`src/hdl/cycle_timer_request_filter_pkg.sv`:
```
// shared constants for the cycle timer and upper request filter block
package cycle_timer_request_filter_pkg;

  // ------------------------------------------------------------
  // register byte offsets
  // ------------------------------------------------------------
  localparam logic [11:0] ISOCH_CYCLE_TIME_OFS           = 12'h0F0;
  localparam logic [11:0] UPPER_REQUEST_FILTER_SET_OFS   = 12'h100;
  localparam logic [11:0] UPPER_REQUEST_FILTER_CLEAR_OFS = 12'h104;
  localparam logic [11:0] TIMER_CONTROL_OFS              = 12'h1F0;

  // ------------------------------------------------------------
  // field positions and reset values
  // ------------------------------------------------------------
  localparam int SECONDS_LSB        = 25;
  localparam int CYCLES_LSB         = 12;
  localparam int CTRL_MASTER_BIT    = 0;
  localparam int CTRL_FREE_RUN_BIT  = 1;
  localparam int CTRL_EXT_TICK_BIT  = 2;
  localparam int ALL_BUSES_BIT      = 31;
  localparam logic [5:0]  UPPER_NODE_BASE  = 6'h20;
  localparam logic [5:0]  UPPER_NODE_LAST  = 6'h3E;
  localparam logic [31:0] FILTER_RESET     = 32'h0000_0000;
  localparam logic [31:0] TIMER_RESET      = 32'h0000_0000;
  localparam logic [2:0]  CONTROL_RESET    = 3'h0;

  // ------------------------------------------------------------
  // field moduli
  // ------------------------------------------------------------
  localparam logic [11:0] SUBCYCLE_LAST = 12'hBFF;  // 3072 ticks per cycle
  localparam logic [12:0] CYCLES_LAST   = 13'h1F3F; // 8000 cycles per second
  localparam logic [6:0]  SECONDS_LAST  = 7'h7F;    // wraps modulo 128

  // ------------------------------------------------------------
  // timing: 24.576 MHz tick derived from the 125 MHz core clock
  // ------------------------------------------------------------
  localparam int CORE_CLK_PERIOD_NS = 8;
  localparam int CORE_CLK_KHZ       = 1000000 / CORE_CLK_PERIOD_NS;
  localparam int LINK_TICK_KHZ      = 24576;
  localparam logic [17:0] PHASE_INC = 18'(LINK_TICK_KHZ);
  localparam logic [17:0] PHASE_MOD = 18'(CORE_CLK_KHZ);

endpackage : cycle_timer_request_filter_pkg

```
`src/hdl/cycle_timer_request_filter.sv`:
```
// cycle timer with upper asynchronous request filter, APB register slave
//
// Functional notes
// master sends current timer in cycle start
// non-master loads timer from received cycle start
// programmed free-run keeps timer advancing locally
// seconds count cycle rollovers modulo 128
// cycles count offset rollovers modulo 8000
// offset counts 24.576 MHz ticks modulo 3072
// external 8 kHz tick clears offset
// clear source filter bit withholds ack, drops
// node filter applies only to local bus
// remote buses accepted only with bit 31
// filter bit n enables node n plus 32
// filter has set and clear locations, resets zero
// ones set or clear; reads return filter
//
// Decided for this implementation: the APB slave port.
`timescale 1ns/1ps
`default_nettype none

module cycle_timer_request_filter
(
  input  wire logic        core_clk_in,
  input  wire logic        sys_rst_in,
  input  wire logic        psel_in,
  input  wire logic        penable_in,
  input  wire logic        pwrite_in,
  input  wire logic [11:0] paddr_in,
  input  wire logic [31:0] pwdata_in,
  output logic      [31:0] prdata_out,
  output logic             pready_out,
  output logic             pslverr_out,
  input  wire logic        ext_cycle_tick_in,
  input  wire logic        cs_rx_valid_in,
  input  wire logic [31:0] cs_rx_data_in,
  output logic             cs_tx_start_out,
  output logic      [31:0] cs_tx_data_out,
  input  wire logic [9:0]  local_bus_in,
  input  wire logic        req_valid_in,
  input  wire logic        req_for_phys_in,
  input  wire logic        req_for_async_in,
  input  wire logic [9:0]  req_src_bus_in,
  input  wire logic [5:0]  req_src_node_in,
  output logic             dec_valid_out,
  output logic             dec_covered_out,
  output logic             dec_accept_out
);
  import cycle_timer_request_filter_pkg::*;

  // ------------------------------------------------------------
  // state
  // ------------------------------------------------------------
  typedef struct packed {
    logic [6:0]  timer_seconds;
    logic [12:0] timer_cycles;
    logic [11:0] timer_subcycle_ticks;
    logic [31:0] filter;
    logic [2:0]  control;
    logic [17:0] phase;
    logic [2:0]  tick_sync;
    logic        tick_level;
    logic [31:0] rdata;
    logic        tx_start;
    logic [31:0] tx_data;
    logic        dec_valid;
    logic        dec_covered;
    logic        dec_accept;
  } state_t;

  state_t s_q;
  state_t s_d;

  function automatic logic [31:0] timer_roll(input logic [31:0] t);
    logic [12:0] cyc;
    logic [6:0]  sec;
    cyc = t[24:12];
    sec = t[31:25];
    if (cyc == CYCLES_LAST)
    begin
      cyc = 13'h0000;
      sec = (sec == SECONDS_LAST) ? 7'h00 : sec + 7'h01;
    end
    else
    begin
      cyc = cyc + 13'h0001;
    end
    timer_roll = {sec, cyc, 12'h000};
  endfunction

  // ------------------------------------------------------------
  // decode and event terms
  // ------------------------------------------------------------
  logic        apb_wr;
  logic        apb_setup;
  logic        wr_timer;
  logic        wr_set;
  logic        wr_clear;
  logic        wr_ctrl;
  logic        mapped;
  logic        is_master;
  logic        free_run;
  logic        ext_mode;
  logic        link_tick;
  logic        ext_tick;
  logic        rx_load;
  logic        running;
  logic        roll;
  logic        advance;
  logic [31:0] timer_now;
  logic [18:0] phase_sum;
  logic        src_local;
  logic        bound;
  logic        upper_node;
  logic [4:0]  node_idx;

  assign apb_wr     = psel_in && penable_in && pwrite_in;
  assign apb_setup  = psel_in && !penable_in;
  assign mapped     = (paddr_in == ISOCH_CYCLE_TIME_OFS) || (paddr_in == UPPER_REQUEST_FILTER_SET_OFS)
                   || (paddr_in == UPPER_REQUEST_FILTER_CLEAR_OFS) || (paddr_in == TIMER_CONTROL_OFS);
  assign wr_timer   = apb_wr && (paddr_in == ISOCH_CYCLE_TIME_OFS);
  assign wr_set     = apb_wr && (paddr_in == UPPER_REQUEST_FILTER_SET_OFS);
  assign wr_clear   = apb_wr && (paddr_in == UPPER_REQUEST_FILTER_CLEAR_OFS);
  assign wr_ctrl    = apb_wr && (paddr_in == TIMER_CONTROL_OFS);
  assign is_master  = s_q.control[CTRL_MASTER_BIT];
  assign free_run   = s_q.control[CTRL_FREE_RUN_BIT];
  assign ext_mode   = s_q.control[CTRL_EXT_TICK_BIT];
  assign timer_now  = {s_q.timer_seconds, s_q.timer_cycles, s_q.timer_subcycle_ticks};

  // fractional divider: one enable per 24.576 MHz period on average
  assign phase_sum  = {1'b0, s_q.phase} + {1'b0, PHASE_INC};
  assign link_tick  = phase_sum >= {1'b0, PHASE_MOD};

  // rising edge of the synchronised external tick, stage 1 and 2 agreeing
  assign ext_tick   = (s_q.tick_sync[1] == s_q.tick_sync[2]) && s_q.tick_sync[2] && !s_q.tick_level;

  assign rx_load    = cs_rx_valid_in && !is_master && !wr_timer;
  assign running    = is_master || free_run;
  assign roll       = ext_mode ? ext_tick : (link_tick && s_q.timer_subcycle_ticks == SUBCYCLE_LAST);
  assign advance    = running && !wr_timer && !rx_load && (roll || link_tick);

  assign src_local  = req_src_bus_in == local_bus_in;
  assign bound      = req_for_phys_in || req_for_async_in;
  assign upper_node = (req_src_node_in >= UPPER_NODE_BASE) && (req_src_node_in <= UPPER_NODE_LAST);
  assign node_idx   = 5'(req_src_node_in - UPPER_NODE_BASE);

  // ------------------------------------------------------------
  // next state
  // ------------------------------------------------------------
  always_comb
  begin
    logic [31:0] t_next;
    t_next   = timer_now;
    s_d      = s_q;
    s_d.tx_start  = 1'b0;
    s_d.dec_valid = 1'b0;

    // divider and external tick synchroniser
    s_d.phase     = link_tick ? 18'(phase_sum - {1'b0, PHASE_MOD}) : 18'(phase_sum);
    s_d.tick_sync = {s_q.tick_sync[1:0], ext_cycle_tick_in};
    if (s_q.tick_sync[1] == s_q.tick_sync[2])
    begin
      s_d.tick_level = s_q.tick_sync[2];
    end

    // timer: software write, then received cycle start, then own counting
    if (wr_timer)
    begin
      t_next = pwdata_in;
    end
    else if (rx_load)
    begin
      t_next = cs_rx_data_in;
    end
    else if (advance)
    begin
      if (roll)
      begin
        t_next = timer_roll(timer_now);
      end
      else if (s_q.timer_subcycle_ticks != SUBCYCLE_LAST)
      begin
        t_next[11:0] = s_q.timer_subcycle_ticks + 12'h001;
      end
      if (roll && is_master)
      begin
        s_d.tx_start = 1'b1;
        s_d.tx_data  = t_next;
      end
    end
    s_d.timer_seconds        = t_next[31:SECONDS_LSB];
    s_d.timer_cycles         = t_next[SECONDS_LSB-1:CYCLES_LSB];
    s_d.timer_subcycle_ticks = t_next[CYCLES_LSB-1:0];

    // filter and control registers
    if (wr_set)
    begin
      s_d.filter = s_q.filter | pwdata_in;
    end
    if (wr_clear)
    begin
      s_d.filter = s_q.filter & ~pwdata_in;
    end
    if (wr_ctrl)
    begin
      s_d.control = pwdata_in[2:0];
    end

    // read data captured in the setup phase
    if (apb_setup)
    begin
      unique case (paddr_in)
        ISOCH_CYCLE_TIME_OFS:           s_d.rdata = timer_now;
        UPPER_REQUEST_FILTER_SET_OFS:   s_d.rdata = s_q.filter;
        UPPER_REQUEST_FILTER_CLEAR_OFS: s_d.rdata = s_q.filter;
        TIMER_CONTROL_OFS:              s_d.rdata = {29'h0000_0000, s_q.control};
        default:                        s_d.rdata = 32'h0000_0000;
      endcase
    end

    // request filter decision, one cycle after the request
    if (req_valid_in)
    begin
      s_d.dec_valid   = 1'b1;
      s_d.dec_covered = bound && (!src_local || upper_node);
      if (!bound)
      begin
        s_d.dec_accept = 1'b0;
      end
      else if (!src_local)
      begin
        s_d.dec_accept = s_q.filter[ALL_BUSES_BIT];
      end
      else
      begin
        s_d.dec_accept = upper_node && s_q.filter[node_idx];
      end
    end
  end

  always_ff @(posedge core_clk_in)
  begin
    if (sys_rst_in)
    begin
      s_q <= '0;
      s_q.filter  <= FILTER_RESET;
      s_q.control <= CONTROL_RESET;
      s_q.timer_seconds        <= TIMER_RESET[31:SECONDS_LSB];
      s_q.timer_cycles         <= TIMER_RESET[SECONDS_LSB-1:CYCLES_LSB];
      s_q.timer_subcycle_ticks <= TIMER_RESET[CYCLES_LSB-1:0];
    end
    else
    begin
      s_q <= s_d;
    end
  end

  // ------------------------------------------------------------
  // outputs
  // ------------------------------------------------------------
  assign prdata_out      = s_q.rdata;
  assign pready_out      = 1'b1;
  assign pslverr_out     = psel_in && penable_in && !mapped;
  assign cs_tx_start_out = s_q.tx_start;
  assign cs_tx_data_out  = s_q.tx_data;
  assign dec_valid_out   = s_q.dec_valid;
  assign dec_covered_out = s_q.dec_covered;
  assign dec_accept_out  = s_q.dec_accept;
endmodule : cycle_timer_request_filter

`default_nettype wire

```
`config.mk`:
```
export PLATFORM = sky130hd
export DESIGN_NAME = cycle_timer_request_filter
export DESIGN_NICKNAME = d
export VERILOG_FILES = /design/src/hdl/cycle_timer_request_filter_pkg.sv /design/src/hdl/cycle_timer_request_filter.sv
export SDC_FILE = /design/constraint.sdc
export NUM_CORES = 1
export LEC_CHECK = 0
export ABC_AREA = 1
export BUFFER_PORTS_ARGS = -buffer_cell sky130_fd_sc_hd__buf_2
export CAP_MARGIN = 30
export CORE_UTILIZATION = 60
export CTS_CLUSTER_SIZE = 20
export DETAILED_ROUTE_END_ITERATION = 8
export GPL_TIMING_DRIVEN = 1
export MAX_ROUTING_LAYER = met4
export PLACE_DENSITY = 0.84
export SLEW_MARGIN = 0
export SYNTH_ARGS = -nofsm -noshare
export SYNTH_HDL_FRONTEND = slang
export SYNTH_SLANG_ARGS = --single-unit
```
`constraint.sdc`:
```
create_clock -name core_clk_in -period 3.1 [get_ports core_clk_in]
set_input_delay 0 -clock core_clk_in [delete_from_list [all_inputs] [get_ports core_clk_in]]
set_output_delay 0 -clock core_clk_in [all_outputs]
set_load 0.05 [all_outputs]
```
==> flow_summary.json <==
{
  "wl_um": 28000,
  "cts_max_level": 4,
  "initial_core_util_pct": 61.9,
  "drc": 0,
  "cp-end-kind": "flop",
  "p_sw_share_pct": 28.4,
  "clock.fmax_mhz": 374,
  "die_w_um": 125,
  "grt_pass1_vias": 9224,
  "cts_sinks": 154,
  "cts_tree": "yes",
  "n_fill_cell": 1186,
  "seq_power_share_pct": 44.0,
  "cts_resized": 0,
  "rsz0062_at_grt": "no",
  "yosysSeqAreaShare_pct": 34.2,
  "ys_types": 44,
  "crit_top_cell": "nand2_4",
  "max_cap_viol_count": 0,
  "ir_drop_v": 0.000350,
  "hold_path_class": "input pin to flop",
  "min_path_cells": 4,
  "dieArea_um2": 15500,
  "place.gp.congestion": 0.978,
  "antenna_found_initial": 0,
  "cts_max_path_buffers": 2,
  "critPathMaxFanout": 53,
  "combPwrFrac_pct": 13.4,
  "relSlewSlack_pct": 26.8,
  "numCtsBuffers": 17,
  "netlist_instances": 1373,
  "die_y_um": 125,
  "hold_viol_final": 0,
  "drt_iter0_drc": 1485,
  "finalSetupTns_ps": 0,
  "areaGrowthSynthToFinish_pct": 18.5,
  "cp-start-kind": "flop",
  "netlist_area_um2": 9020,
  "hpwlAfterDp_um": 18200,
  "avgSynthCellArea_um2": 6.57,
  "fin_crit_ps": 2670,
  "postCtsHoldBufs": 63,
  "r2r_start": "s_q[85]",
  "synth_fp_nets": 1492,
  "power_per_cell_area_nw_per_um2": 443,
  "setup_viol": 0,
  "grt_overflow": 0,
  "p_leak_nw": 4.86,
  "cts_root_buf": "clkbuf_16",
  "drtAntennaViolNets": 0,
  "cts_setup_buffers": 0,
  "reg2reg_to": "cs_tx_data_out[28]",
  "slowest_delay_ps": 410,
  "reg2reg_depth": 14,
  "crit_type": "flop to flop",
  "nNetsFinal": 1635,
  "ios": 182,
  "grt_usage_pct": 37.2,
  "p_clk_share_pct": 42.5,
  "worst_slew_pin_slew_ps": 1100,
  "path_clk_slew_ps": 60,
  "grt_max_degree": 92,
  "status": "completed",
  "rrSetupSlack_ps": 430,
  "grt_pass1_wl_um": 45300,
  "io_buffers": 180,
  "dr.pass1.iters": 7,
  "critPathArrivalTime_ps": 3000,
  "power_switching_mw": 1.35,
  "drive_above_1_share_pct": 16.8,
  "instances_no_fill": 1714,
  "core_um2": 14600,
  "p_int_mw": 3.40,
  "rows": 44,
  "dp_cells": 1618,
  "yosys_register_bits": 154,
  "required_ps": 3430,
  "wl_per_cell_um": 16.3,
  "ys_warn_count": 0,
  "crit_chain": "inv_1 > ha_1 > inv_2 > nand3_2 > xor2_2 > nor2_2 > nand2_4 > nand2_4 > nand2_4 > nand3_4 > buf_4 > nand2_1 > nand2_1 > nor2_1",
  "vias": 9946,
  "slowest_stage": "buf_4",
  "min_from": "cs_rx_data_in[10]",
  "hold_path_end": "s_q[135]",
  "drv_slew": 0,
  "vias_per_cell": 5.80,
  "fin_skew_ps": 6.28,
  "insertion_delay_ps": 430,
  "fin_crit_sh_pct": 86.3
}
[layout make-up]
class                      instances  area (µm²)  area share (%)
multi-input combinational        933        4570            42.7
clock buffer                      17         425            3.98
inverter                         150         563            5.26
antenna                            1        2.50          0.0234
sequential                       154        3080            28.8
timing repair buffer             260        1680            15.7
tap                              184         230            2.15
clock inverter                    15         140            1.31
[worst max path at each step]
stage                     startpoint                 end  slack, ps
after floorplan              s_q[85]            s_q[145]       1060
after global placement       s_q[85]  cs_tx_data_out[23]        560
after detailed placement     s_q[85]  cs_tx_data_out[28]        430
after CTS                    s_q[85]  cs_tx_data_out[28]        400
after global routing         s_q[85]  cs_tx_data_out[12]        160
final                        s_q[85]  cs_tx_data_out[28]        430
[critical path: cells and delay by family, from the launching register on]
kind | cells | cell delay [ps]
buffers and inverters | 3 | 600
adders and majority gates | 1 | 280
xor gates and xnor gates | 1 | 170
DFF | 1 | 370
and+or+nand+nor | 9 | 1140
[cells in the mapped netlist, drive strengths merged]
library cell,n,share of area (%)
o221ai,2,0.19
and3,1,0.069
clkinv,2,0.083
a21oi,93,5.2
or2,1,0.069
a22o,4,0.39
o21a,1,0.083
inv,148,6.2
ha,7,0.97
o22ai,31,2.1
nor2,150,6.4
nand4,39,2.8
nand3b,1,0.083
and2,1,0.069
nand3,71,4.2
a221oi,32,3.1
nand2,362,15
nor4,1,0.069
o21ai,67,3.7
o31ai,1,0.083
conb,1,0.042
o211ai,1,0.083
nor3,28,1.8
buf,87,7.0
nor3b,2,0.17
dfxtp,154,34
a31oi,3,0.21
xnor2,5,0.49
clkbuf,49,2.0
o2111ai,1,0.097
xor2,27,2.7
[per-layer routing]
layer  vias up  share of wire, %  wire (µm)  GRT usage (%)
met5         -                 0          0              -
met4         0               5.2       1450           19.5
met3       151                11       3000           7.30
met2       698                44      12400           57.0
met1      4399                40      11100           46.3
li1       4698                 -          -              -
[power by group through the flow]
stage | registers [mW] | clock network [mW] | logic [mW]
after floorplan | 2.12 | 0 | 0.356
after global placement | 2.13 | 0 | 0.538
after detailed placement | 2.13 | 0 | 0.550
after CTS | 2.09 | 2.03 | 0.613
after global routing | 2.10 | 2.12 | 0.696
final | 2.09 | 2.02 | 0.636
[layout by cell type, fill, tap and decap left out, types with 2 or more instances in the layout]
| master | count |
|---|---|
| a221oi_1 | 32 |
| nand3_2 | 3 |
| nor2_1 | 144 |
| a22o_1 | 4 |
| o221ai_1 | 2 |
| dlygate4sd3_1 | 63 |
| buf_4 | 15 |
| buf_2 | 180 |
| xor2_1 | 26 |
| nand2_4 | 3 |
| nor3_2 | 3 |
| nand2_2 | 3 |
| nand3_1 | 67 |
| clkinv_4 | 3 |
| a31oi_1 | 3 |
| nor3b_1 | 2 |
| a21oi_1 | 93 |
| ha_1 | 7 |
| clkinv_2 | 4 |
| nand4_1 | 38 |
| o21ai_0 | 58 |
| clkbuf_16 | 17 |
| inv_2 | 5 |
| o21ai_1 | 9 |
| nand2_1 | 356 |
| dfxtp_1 | 154 |
| nor3_1 | 24 |
| o22ai_1 | 31 |
| clkinv_1 | 2 |
| inv_1 | 143 |
| xnor2_1 | 5 |
| buf_12 | 2 |
| inv_6 | 6 |
| nor2_2 | 6 |
[cells by family (layout without fill, tap and decap cells)]
| group | count (synthesis) | after routing | synth area share [%] |
|---|---|---|---|
| and+or+nand+nor | 657 | 657 | 31.1 |
| buffers and inverters | 286 | 442 | 15.3 |
| adders and majority gates | 7 | 7 | 0.970 |
| DFF | 154 | 154 | 34.2 |
| xor gates and xnor gates | 32 | 32 | 3.19 |
| other | 1 | 2 | 0.0416 |
| AOI/OAI and AO/OA | 236 | 236 | 15.3 |
[per-stage QoR]
| stage | setup WS (ps) | area [µm²] | power [mW] | hold slack (ps) | utilization (%) |
|---|---|---|---|---|---|
| after floorplan | 1060 | 9020 | 2.48 | 107 | - |
| after global placement | 562 | 9480 | 2.67 | 202 | 65.0 |
| after detailed placement | 427 | 9500 | 2.68 | 211 | 65.1 |
| after CTS | 404 | 10700 | 4.73 | 2.63 | 73.3 |
| after global routing | 157 | 10700 | 4.91 | 15.6 | 73.3 |
| final | 426 | 10700 | 4.74 | 22.1 | 73.3 |
No activity file was read; power rests on OpenSTA's default activity.
